File: src/rtl/atc_pkg.sv
/*
  Shared constants and types of the acquisition trigger control block:
  register offsets, command and status bit positions, reset values,
  trigger modes, sequencer states and timing figures.
  Assumes a 10 MHz system clock and a plain one-cycle register port.
*/
`default_nettype none
package atc_pkg;
  localparam int ADDR_W = 8;
  localparam int DATA_W = 32;
  localparam int TO_W = 16;
  localparam int BUF_W = 24;
  localparam int BURST_W = 16;
  localparam int ERR_W = 16;
  localparam int TMR_W = 24;
  // Register byte offsets
  localparam logic [ADDR_W-1:0] OFS_CTRL = 8'h00;
  localparam logic [ADDR_W-1:0] OFS_CMD = 8'h04;
  localparam logic [ADDR_W-1:0] OFS_TIMEOUT = 8'h08;
  localparam logic [ADDR_W-1:0] OFS_BUFSIZE = 8'h0C;
  localparam logic [ADDR_W-1:0] OFS_BURST = 8'h10;
  localparam logic [ADDR_W-1:0] OFS_STATUS = 8'h14;
  localparam logic [ADDR_W-1:0] OFS_IRQ_STAT = 8'h18;
  localparam logic [ADDR_W-1:0] OFS_IRQ_MASK = 8'h1C;
  localparam logic [ADDR_W-1:0] OFS_ERR_COUNT = 8'h20;
  localparam logic [ADDR_W-1:0] OFS_SAMPLES = 8'h24;
  // Command register bits (write-only pulses)
  localparam int CMD_INIT = 0;
  localparam int CMD_ABORT = 1;
  // Status register bits
  localparam int SB_BUFMODE = 0;
  localparam int SB_BIAS = 1;
  localparam int SB_MONDIR = 2;
  localparam int SB_RUN = 16;
  localparam int SB_PAUSE = 17;
  localparam int SB_STOP = 18;
  localparam int SB_GATE = 23;
  // Interrupt bits
  localparam int IRQ_W = 5;
  localparam int IRQ_DONE = 0;
  localparam int IRQ_PAUSE = 1;
  localparam int IRQ_TIMEOUT = 2;
  localparam int IRQ_PROF = 3;
  localparam int IRQ_ERR = 4;
  // Field values
  localparam logic [1:0] MON_DIRECT = 2'h3;
  localparam logic SRC_INT = 1'b0;
  localparam logic SRC_EXT = 1'b1;
  localparam logic [BURST_W-1:0] BURST_STEP = 16'h0001;
  localparam logic [DATA_W-1:0] CTRL_RST = 32'h0000_0000;
  // Timing
  localparam int unsigned CLK_HZ = 10_000_000;
  localparam int unsigned TIMEOUT_UNIT_S = 1;
  localparam int unsigned SEC_CYCLES_DEF = CLK_HZ * TIMEOUT_UNIT_S;
  localparam int unsigned TOGGLE_WIN_US = 1000;
  localparam int unsigned TOGGLE_CYCLES_DEF = (CLK_HZ / 1_000_000) * TOGGLE_WIN_US;

  typedef enum logic [2:0] {
    MODE_FREE, MODE_SELF, MODE_GSTART, MODE_GHALT, MODE_GSTEP, MODE_GWINDOW
  } atc_mode_t;

  typedef enum logic [1:0] {ST_IDLE, ST_ARMED, ST_MEASURE, ST_PAUSED} atc_state_t;

  typedef struct packed {
    logic [19:0] rsvd;
    logic bias_en;
    logic [2:0] mode;
    logic pause_src;
    logic stop_src;
    logic start_src;
    logic polarity;
    logic profile_en;
    logic loop_en;
    logic [1:0] mon_func;
  } atc_ctrl_t;
endpackage
`default_nettype wire

File: src/rtl/atc_top.sv
/*
  Acquisition trigger and control block: trigger mode sequencer, source
  selection, gate polarity, burst and stop counting, regulation loop and
  profile flags, host timeout supervision of the bias supply, error queue
  count, interrupt status and mask, and the register port.
  Assumes all inputs synchronous to clk except the external gate pin, and
  internal trigger, sample and message strobes one cycle long.
*/
// Chosen here: the placing of the registers and strobed register access.
`default_nettype none

module atc_top #(
  parameter int unsigned SEC_CYCLES = atc_pkg::SEC_CYCLES_DEF,
  parameter int unsigned TOGGLE_CYCLES = atc_pkg::TOGGLE_CYCLES_DEF
) (
  input wire logic clk, // System clock, 10 MHz
  input wire logic arst_n, // Asynchronous reset, active low
  input wire logic [atc_pkg::ADDR_W-1:0] addr, // Register byte address
  input wire logic [atc_pkg::DATA_W-1:0] wdata, // Write data
  input wire logic wr, // Write strobe
  input wire logic rd, // Read strobe
  output logic [atc_pkg::DATA_W-1:0] rdata, // Read data, cycle after rd
  input wire logic ext_gate, // External connector trigger pin
  input wire logic int_start, // Internal start trigger pulse
  input wire logic int_stop, // Internal stop trigger pulse
  input wire logic int_pause, // Internal pause trigger pulse
  input wire logic sample_stored, // One sample stored pulse
  input wire logic profile_done, // All profile points gathered pulse
  input wire logic host_msg_valid, // Valid host message pulse
  input wire logic err_push, // Error queue entry added
  input wire logic err_pop, // Error queue entry read
  output logic acq_measuring, // Acquisition running
  output logic acq_paused, // Waiting for a trigger
  output logic acq_stopped, // Acquisition stopped
  output logic buffered_mode, // Buffered acquisition active
  output logic regulation_loop_en, // Regulation loop enable
  output logic profile_active, // Automatic profile running
  output logic monitor_direct, // Monitor outputs direct or loop driven
  output logic bias_supply_en, // Bias supply on
  output logic irq // Level interrupt, unmasked event pending
);

  atc_pkg::atc_ctrl_t ctrl_reg;
  logic [atc_pkg::TO_W-1:0] timeout_reg;
  logic [atc_pkg::BUF_W-1:0] bufsize_reg;
  logic [atc_pkg::BURST_W-1:0] burst_reg;
  logic [atc_pkg::IRQ_W-1:0] irq_stat_reg;
  logic [atc_pkg::IRQ_W-1:0] irq_mask_reg;
  logic [atc_pkg::ERR_W-1:0] err_cnt_reg;
  logic [atc_pkg::BUF_W-1:0] samp_cnt_reg;
  logic [atc_pkg::BURST_W-1:0] burst_cnt_reg;
  logic [atc_pkg::TMR_W-1:0] sec_div_reg;
  logic [atc_pkg::TO_W-1:0] sec_cnt_reg;
  logic [atc_pkg::TMR_W-1:0] toggle_cnt_reg;
  logic [atc_pkg::DATA_W-1:0] rdata_reg;
  logic gate_meta_reg;
  logic gate_sync_reg;
  logic gate_prev_reg;
  logic bias_reg;
  logic profile_reg;
  atc_pkg::atc_state_t state_reg;
  atc_pkg::atc_state_t state_next;

  atc_pkg::atc_mode_t mode;
  logic wr_ctrl;
  atc_pkg::atc_ctrl_t wr_fields;
  atc_pkg::atc_ctrl_t ctrl_view;
  logic wr_cmd;
  logic cmd_init;
  logic cmd_abort;
  logic ext_edge;
  logic ext_any_edge;
  logic start_ev;
  logic stop_ev;
  logic pause_ev;
  logic [atc_pkg::BURST_W-1:0] burst_eff;
  logic samp_last;
  logic burst_last;
  logic sec_tick;
  logic timeout_fire;
  logic [atc_pkg::IRQ_W-1:0] irq_events;
  logic [atc_pkg::DATA_W-1:0] status_word;

  // Write decode; command bits act only in the cycle of the write
  assign wr_ctrl = wr && (addr == atc_pkg::OFS_CTRL);
  assign wr_fields = wdata;
  assign wr_cmd = wr && (addr == atc_pkg::OFS_CMD);
  assign cmd_init = wr_cmd && wdata[atc_pkg::CMD_INIT];
  assign cmd_abort = wr_cmd && wdata[atc_pkg::CMD_ABORT];

  // Illegal mode codes fall back to free-source so the sequencer never hangs
  always_comb begin
    unique case (ctrl_reg.mode)
      3'h0: mode = atc_pkg::MODE_FREE;
      3'h1: mode = atc_pkg::MODE_SELF;
      3'h2: mode = atc_pkg::MODE_GSTART;
      3'h3: mode = atc_pkg::MODE_GHALT;
      3'h4: mode = atc_pkg::MODE_GSTEP;
      3'h5: mode = atc_pkg::MODE_GWINDOW;
      default: mode = atc_pkg::MODE_FREE;
    endcase
  end

  // Control, timeout, buffer and burst settings
  always_ff @(posedge clk or negedge arst_n) begin
    if (!arst_n) begin
      ctrl_reg <= atc_pkg::CTRL_RST;
      timeout_reg <= '0;
      bufsize_reg <= '0;
      burst_reg <= '0;
      irq_mask_reg <= '0;
    end else if (wr) begin
      unique case (addr)
        atc_pkg::OFS_CTRL: ctrl_reg <= wdata;
        atc_pkg::OFS_TIMEOUT: timeout_reg <= wdata[atc_pkg::TO_W-1:0];
        atc_pkg::OFS_BUFSIZE: bufsize_reg <= wdata[atc_pkg::BUF_W-1:0];
        atc_pkg::OFS_BURST: burst_reg <= wdata[atc_pkg::BURST_W-1:0];
        atc_pkg::OFS_IRQ_MASK: irq_mask_reg <= wdata[atc_pkg::IRQ_W-1:0];
        default: ;
      endcase
    end
  end

  // Profile flag; a host write in the completion cycle wins, since it
  // starts or stops a new profile deliberately
  always_ff @(posedge clk or negedge arst_n) begin
    if (!arst_n) begin
      profile_reg <= 1'b0;
    end else if (wr_ctrl) begin
      profile_reg <= wr_fields.profile_en;
    end else if (profile_done) begin
      profile_reg <= 1'b0;
    end
  end

  // Bias enable; the timeout clears it unless the host rewrites it
  always_ff @(posedge clk or negedge arst_n) begin
    if (!arst_n) begin
      bias_reg <= 1'b0;
    end else if (wr_ctrl) begin
      bias_reg <= wr_fields.bias_en;
    end else if (timeout_fire) begin
      bias_reg <= 1'b0;
    end
  end

  // Two-stage synchroniser, then one more stage for edge detection
  always_ff @(posedge clk or negedge arst_n) begin
    if (!arst_n) begin
      gate_meta_reg <= 1'b0;
      gate_sync_reg <= 1'b0;
      gate_prev_reg <= 1'b0;
    end else begin
      gate_meta_reg <= ext_gate;
      gate_sync_reg <= gate_meta_reg;
      gate_prev_reg <= gate_sync_reg;
    end
  end

  // Polarity picks the active edge of the external pin only
  assign ext_edge = ctrl_reg.polarity ? (gate_prev_reg && !gate_sync_reg)
                                      : (gate_sync_reg && !gate_prev_reg);
  assign ext_any_edge = gate_sync_reg ^ gate_prev_reg;

  // Source selection; internal strobes bypass polarity entirely
  always_comb begin
    start_ev = (ctrl_reg.start_src == atc_pkg::SRC_EXT) ? ext_edge : int_start;
    stop_ev = 1'b0;
    pause_ev = 1'b0;
    unique case (mode)
      atc_pkg::MODE_FREE: begin
        stop_ev = (ctrl_reg.stop_src == atc_pkg::SRC_EXT) ? ext_edge : int_stop;
        pause_ev = (ctrl_reg.pause_src == atc_pkg::SRC_EXT) ? ext_edge : int_pause;
      end
      atc_pkg::MODE_SELF: start_ev = int_start;
      atc_pkg::MODE_GHALT: begin
        stop_ev = (ctrl_reg.stop_src == atc_pkg::SRC_EXT) ? ext_edge : int_stop;
      end
      atc_pkg::MODE_GWINDOW: begin
        pause_ev = (ctrl_reg.pause_src == atc_pkg::SRC_EXT) ? ext_edge : int_pause;
      end
      atc_pkg::MODE_GSTART, atc_pkg::MODE_GSTEP: ;
    endcase
  end

  // Burst of zero means no automatic pause, except in gated step mode, which pauses after every sample
  assign burst_eff = (mode == atc_pkg::MODE_GSTEP) ? atc_pkg::BURST_STEP : burst_reg;
  assign buffered_mode = (bufsize_reg != '0);
  assign samp_last = buffered_mode && ((samp_cnt_reg + 1'b1) == bufsize_reg);
  assign burst_last = (burst_eff != '0) && ((burst_cnt_reg + 1'b1) == burst_eff);

  // Sequencer: stop wins over pause, pause over further samples
  always_comb begin
    state_next = state_reg;
    unique case (state_reg)
      atc_pkg::ST_IDLE: begin
        if (cmd_init) state_next = atc_pkg::ST_ARMED;
      end
      atc_pkg::ST_ARMED: begin
        if (start_ev) state_next = atc_pkg::ST_MEASURE;
      end
      atc_pkg::ST_MEASURE: begin
        if (stop_ev) begin
          state_next = atc_pkg::ST_IDLE;
        end else if (sample_stored && samp_last) begin
          state_next = atc_pkg::ST_IDLE;
        end else if (pause_ev || (sample_stored && burst_last)) begin
          state_next = atc_pkg::ST_PAUSED;
        end
      end
      atc_pkg::ST_PAUSED: begin
        if (stop_ev) begin
          state_next = atc_pkg::ST_IDLE;
        end else if (start_ev) begin
          state_next = atc_pkg::ST_MEASURE;
        end
      end
    endcase
    if (cmd_abort) state_next = atc_pkg::ST_IDLE;
  end

  always_ff @(posedge clk or negedge arst_n) begin
    if (!arst_n) begin
      state_reg <= atc_pkg::ST_IDLE;
    end else begin
      state_reg <= state_next;
    end
  end

  // Sample and burst counters; burst restarts on every resume
  always_ff @(posedge clk or negedge arst_n) begin
    if (!arst_n) begin
      samp_cnt_reg <= '0;
      burst_cnt_reg <= '0;
    end else if (state_reg == atc_pkg::ST_IDLE && cmd_init) begin
      samp_cnt_reg <= '0;
      burst_cnt_reg <= '0;
    end else if (state_reg == atc_pkg::ST_MEASURE && sample_stored) begin
      samp_cnt_reg <= samp_cnt_reg + 1'b1;
      burst_cnt_reg <= burst_last ? '0 : burst_cnt_reg + 1'b1;
    end else if (state_reg == atc_pkg::ST_PAUSED && state_next == atc_pkg::ST_MEASURE) begin
      burst_cnt_reg <= '0;
    end
  end

  // Seconds divider and timeout counter; a zero setting holds both idle
  localparam logic [atc_pkg::TMR_W-1:0] TMR_W_SEC_LAST = atc_pkg::TMR_W'(SEC_CYCLES - 1);
  assign sec_tick = (sec_div_reg == TMR_W_SEC_LAST);
  assign timeout_fire = (timeout_reg != '0) && sec_tick && ((sec_cnt_reg + 1'b1) >= timeout_reg);

  always_ff @(posedge clk or negedge arst_n) begin
    if (!arst_n) begin
      sec_div_reg <= '0;
      sec_cnt_reg <= '0;
    end else if (timeout_reg == '0 || host_msg_valid || timeout_fire) begin
      sec_div_reg <= '0;
      sec_cnt_reg <= '0;
    end else if (sec_tick) begin
      sec_div_reg <= '0;
      sec_cnt_reg <= sec_cnt_reg + 1'b1;
    end else begin
      sec_div_reg <= sec_div_reg + 1'b1;
    end
  end

  // Gate toggling holds for a window after any pin transition
  always_ff @(posedge clk or negedge arst_n) begin
    if (!arst_n) begin
      toggle_cnt_reg <= '0;
    end else if (ext_any_edge) begin
      toggle_cnt_reg <= atc_pkg::TMR_W'(TOGGLE_CYCLES);
    end else if (toggle_cnt_reg != '0) begin
      toggle_cnt_reg <= toggle_cnt_reg - 1'b1;
    end
  end

  // Error queue count; saturates so a burst of errors cannot wrap to zero
  always_ff @(posedge clk or negedge arst_n) begin
    if (!arst_n) begin
      err_cnt_reg <= '0;
    end else if (err_push && !err_pop && err_cnt_reg != '1) begin
      err_cnt_reg <= err_cnt_reg + 1'b1;
    end else if (err_pop && !err_push && err_cnt_reg != '0) begin
      err_cnt_reg <= err_cnt_reg - 1'b1;
    end
  end

  // Interrupt events
  always_comb begin
    irq_events = '0;
    irq_events[atc_pkg::IRQ_DONE] = (state_reg != atc_pkg::ST_IDLE)
                                    && (state_next == atc_pkg::ST_IDLE);
    irq_events[atc_pkg::IRQ_PAUSE] = (state_reg == atc_pkg::ST_MEASURE)
                                     && (state_next == atc_pkg::ST_PAUSED);
    irq_events[atc_pkg::IRQ_TIMEOUT] = timeout_fire;
    irq_events[atc_pkg::IRQ_PROF] = profile_done && profile_reg;
    irq_events[atc_pkg::IRQ_ERR] = err_push;
  end

  // Sticky status, write one to clear; a new event beats the clear
  always_ff @(posedge clk or negedge arst_n) begin
    if (!arst_n) begin
      irq_stat_reg <= '0;
    end else begin
      if (wr && addr == atc_pkg::OFS_IRQ_STAT) begin
        irq_stat_reg <= (irq_stat_reg & ~wdata[atc_pkg::IRQ_W-1:0]) | irq_events;
      end else begin
        irq_stat_reg <= irq_stat_reg | irq_events;
      end
    end
  end

  // Status word
  always_comb begin
    status_word = '0;
    status_word[atc_pkg::SB_BUFMODE] = buffered_mode;
    status_word[atc_pkg::SB_BIAS] = bias_reg;
    status_word[atc_pkg::SB_MONDIR] = monitor_direct;
    status_word[atc_pkg::SB_RUN] = (state_reg == atc_pkg::ST_MEASURE);
    status_word[atc_pkg::SB_PAUSE] = (state_reg == atc_pkg::ST_ARMED)
                                     || (state_reg == atc_pkg::ST_PAUSED);
    status_word[atc_pkg::SB_STOP] = (state_reg == atc_pkg::ST_IDLE);
    status_word[atc_pkg::SB_GATE] = (toggle_cnt_reg != '0);
  end

  // Control readback shows live flags
  always_comb begin
    ctrl_view = ctrl_reg;
    ctrl_view.profile_en = profile_reg;
    ctrl_view.bias_en = bias_reg;
  end

  // Read data registered; unmapped and write-only offsets read zero
  always_ff @(posedge clk or negedge arst_n) begin
    if (!arst_n) begin
      rdata_reg <= '0;
    end else if (rd) begin
      unique case (addr)
        atc_pkg::OFS_CTRL: rdata_reg <= ctrl_view;
        atc_pkg::OFS_TIMEOUT: rdata_reg <= {{(atc_pkg::DATA_W-atc_pkg::TO_W){1'b0}}, timeout_reg};
        atc_pkg::OFS_BUFSIZE: rdata_reg <= {{(atc_pkg::DATA_W-atc_pkg::BUF_W){1'b0}}, bufsize_reg};
        atc_pkg::OFS_BURST: rdata_reg <= {{(atc_pkg::DATA_W-atc_pkg::BURST_W){1'b0}}, burst_reg};
        atc_pkg::OFS_STATUS: rdata_reg <= status_word;
        atc_pkg::OFS_IRQ_STAT: rdata_reg <= {{(atc_pkg::DATA_W-atc_pkg::IRQ_W){1'b0}}, irq_stat_reg};
        atc_pkg::OFS_IRQ_MASK: rdata_reg <= {{(atc_pkg::DATA_W-atc_pkg::IRQ_W){1'b0}}, irq_mask_reg};
        atc_pkg::OFS_ERR_COUNT: rdata_reg <= {{(atc_pkg::DATA_W-atc_pkg::ERR_W){1'b0}}, err_cnt_reg};
        atc_pkg::OFS_SAMPLES: rdata_reg <= {{(atc_pkg::DATA_W-atc_pkg::BUF_W){1'b0}}, samp_cnt_reg};
        default: rdata_reg <= '0;
      endcase
    end else begin
      rdata_reg <= '0;
    end
  end

  // Outputs
  assign rdata = rdata_reg;
  assign acq_measuring = status_word[atc_pkg::SB_RUN];
  assign acq_paused = status_word[atc_pkg::SB_PAUSE];
  assign acq_stopped = status_word[atc_pkg::SB_STOP];
  assign regulation_loop_en = ctrl_reg.loop_en;
  assign profile_active = profile_reg;
  assign monitor_direct = (ctrl_reg.mon_func == atc_pkg::MON_DIRECT);
  assign bias_supply_en = bias_reg;
  assign irq = |(irq_stat_reg & irq_mask_reg);

endmodule
`default_nettype wire

File: config.mk
export PLATFORM = sky130hd
export DESIGN_NAME = atc_top
export DESIGN_NICKNAME = d
export VERILOG_FILES = /design/src/rtl/atc_pkg.sv /design/src/rtl/atc_top.sv
export SDC_FILE = /design/constraint.sdc
export NUM_CORES = 1
export LEC_CHECK = 0
export BUFFER_PORTS_ARGS = -buffer_cell sky130_fd_sc_hd__buf_2
export CORE_UTILIZATION = 24
export CTS_CLUSTER_SIZE = 40
export DETAILED_ROUTE_END_ITERATION = 8
export SYNTH_ARGS = -nofsm -noshare
export SYNTH_HDL_FRONTEND = slang
export SYNTH_SLANG_ARGS = --single-unit
File: constraint.sdc
create_clock -name clk -period 4.4 [get_ports clk]
set_clock_uncertainty 0.2 [all_clocks]
set_input_delay 1.1 -clock clk [delete_from_list [all_inputs] [get_ports clk]]
set_output_delay 1.1 -clock clk [all_outputs]
set_load 0.02 [all_outputs]
==> impl_metrics.json <==
{
  "grt_overflow": 0,
  "die_h_um": 250,
  "drc": 0,
  "io_pins": 94,
  "ant_nets": 0,
  "synth_top_family_by_area": "simple AND/OR/NAND/NOR gates",
  "synth_seq_cells": 255,
  "ys_warn_count": 0,
  "reg2reg_depth": 12,
  "synthesis.nets": 1607,
  "grt_start_max_net_pins": 92,
  "wl_per_cell_um": 18.1,
  "finalSetupTns_ps": 0,
  "netlist_area_um2": 14800,
  "dp_cells": 2352,
  "worst_pin_slew_ps": 1080,
  "avgSynthCellArea_um2": 9.73,
  "grt_setup_unrepaired": "false",
  "irDropWorstVdd_mv": 0.279,
  "crit_arrival_ps": 4330,
  "yosysUniqueCellTypes": 84,
  "layout-drive-gt1-share_pct": 19.4,
  "report.final.setup_viol": 0,
  "stdcell_area_um2": 17300,
  "cts_buffer_depth": 3,
  "synth_edf_count": 0,
  "rows": 90,
  "grt_pass1_vias": 12209,
  "synthFlopType": "dfrtp_1",
  "synthMuxAreaShare_pct": 7.12,
  "worstSkewPairLatency_ps": 600,
  "synthArstFlopShare_pct": 100,
  "htree_levels": 1,
  "yosys.area_share.adder_pct": 3.27,
  "cts-root-buf": "clkbuf_16",
  "post-dp-hpwl_um": 32000,
  "outcome": "finished, final reports clean",
  "post-route-period-util_pct": 92.8,
  "syn_to_final_growth_pct": 17.0,
  "min_path_cells": 0,
  "io_buffers": 93,
  "nFillCells": 6293,
  "viasPerCell": 5.14,
  "synth-simple-area-share_pct": 18.7,
  "clkTransAtPathRegs_ps": 70,
  "crit_path_end_kind": "flip-flop",
  "start_kind": "flip-flop",
  "wl_um": 43700,
  "required_ps": 4650,
  "drtIter0Drc": 934,
  "cts_tree": "built",
  "dieArea_um2": 62500,
  "maxSlewViolCount": 0,
  "instances_no_fill": 2410,
  "crit_type": "reg2reg",
  "synth_xor_area_share_pct": 7.21,
  "core_area_um2": 60600,
  "syn_inst": 1516,
  "finalHoldViolCount": 0,
  "initial_core_util_pct": 24.4,
  "grt_use_total_pct": 13.7,
  "cts.sinks": 255,
  "grt_pass1_wl_um": 68700,
  "largest_reg_flops": 32,
  "whs_ps": 180,
  "relSlewSlack_pct": 28.2,
  "nets": 1694,
  "period_minus_slack_ps": 4080,
  "gp_congestion": 0.886,
  "antenna_found_initial": 11,
  "power.density_nw_per_um2": 384,
  "multi_input_area_um2": 7770,
  "max_freq_mhz": 245,
  "cts_inserted_buffers": 30,
  "synth_compound_area_share_pct": 16.2,
  "ff_latch_area_um2": 6380,
  "ys_seq_area_share_pct": 43.2,
  "min_path_type": "reg2reg",
  "cp_max_fo": 16,
  "vias": 12385,
  "first_pass_iters": 5,
  "die-width_um": 250,
  "ctsHoldBuffers": 0,
  "fin_util_pct": 28.5,
  "max-cap-violations": 0,
  "placed_area_um2": 16200,
  "p_leak_nw": 7.42
}
[synth_stat cells, types with 30 or more instances]
master | n | area [um^2]
a21oi_1 | 40 | 200
a22oi_1 | 64 | 480
and2_1 | 36 | 225
and3_1 | 32 | 200
clkbuf_1 | 52 | 195
dfrtp_1 | 255 | 6380
ha_1 | 37 | 463
inv_1 | 66 | 248
mux2_2 | 88 | 991
nand2_1 | 117 | 439
nand3_1 | 48 | 240
nor2_1 | 95 | 357
nor3_1 | 33 | 165
nor4_1 | 38 | 238
o21ai_0 | 87 | 435
xnor2_1 | 81 | 709
xor2_1 | 30 | 263
[critical path, stage by stage, from the launching register on]
cell	delay [ps]
dfrtp_1	480
ha_1	360
nand4_1	390
nor4_1	470
buf_4	210
xnor2_1	70
nor4_1	270
nand4_1	130
nor4b_2	390
a32oi_2	200
a211oi_2	270
buf_4	320
o211ai_1	130
[cells by family after synthesis]
logic type / Yosys count
and+or+nand+nor: 523
adders and majority gates: 38
buffers and inverters: 146
AOI/OAI and AO/OA: 345
muxes: 94
xor gates and xnor gates: 115
DFF: 255
[area by class of cell]
class,count,share of cell area (%)
multi-input combinational,1115,45.0
sequential,255,37.0
tap,782,5.67
timing repair buffer,135,4.80
clock buffer,36,4.60
clock inverter,19,1.51
inverter,66,1.44
antenna,2,0.0290
[per-layer routing]
layer	GRT usage [%]	wire, um	up-vias
met2	22.6	20300	411
met3	2.42	2760	94
met5	0	26	-
met1	17.7	18900	6164
li1	-	-	5710
met4	5.63	1700	6
[final timing paths]
kind | slack, ps | start | endpoint
min in group asynchronous | 320 | arst_n | burst_cnt_reg[5]
worst min-delay path | 180 | gate_meta_reg | gate_sync_reg
worst max register to register | 320 | samp_cnt_reg[0] | burst_cnt_reg[14]
worst max-delay path | 320 | samp_cnt_reg[0] | burst_cnt_reg[14]
max in group asynchronous | 2840 | arst_n | sec_cnt_reg[3]
worst min register to register | 180 | gate_meta_reg | gate_sync_reg
[per-stage QoR]
stage	power [mW]	setup slack [ps]
2_1_floorplan	3.54	507
3_3_place_gp	3.96	195
3_5_place_dp	3.99	224
4_1_cts	6.69	212
5_1_grt	6.95	24.1
6_report	6.63	316
[what timing repair did]
item,4_1_cts,5_1_grt
setup endpoints to repair,0,7
buffers inserted,0,1
hold endpoints to repair,0,0
resized for setup,0,0
[power by group]
group	leakage [nW]	internal, mW	switching (mW)
combinational	3.44	0.551	0.677
sequential	3.47	2.50	0.235
clock	0.517	1.59	1.08
total	7.42	4.64	1.99
[cells in the final DEF, fill, tap and decap left out, drive strengths merged, types with 20 or more instances in the layout]
master  Yosys  layout
a21oi      40      40
a22oi      64      64
a31oi      21      21
and2       37      37
and3       32      32
buf        26     135
clkbuf     53      36
dfrtp     255     255
ha         37      37
inv        66      67
mux2       88      88
nand2     117     117
nand3      50      50
nand4      27      27
nor2       95      95
nor2b      20      20
nor3       34      34
nor4       40      40
o21ai      98      98
xnor2      81      81
xor2       30      30
No activity file was read; power rests on OpenSTA's default activity.
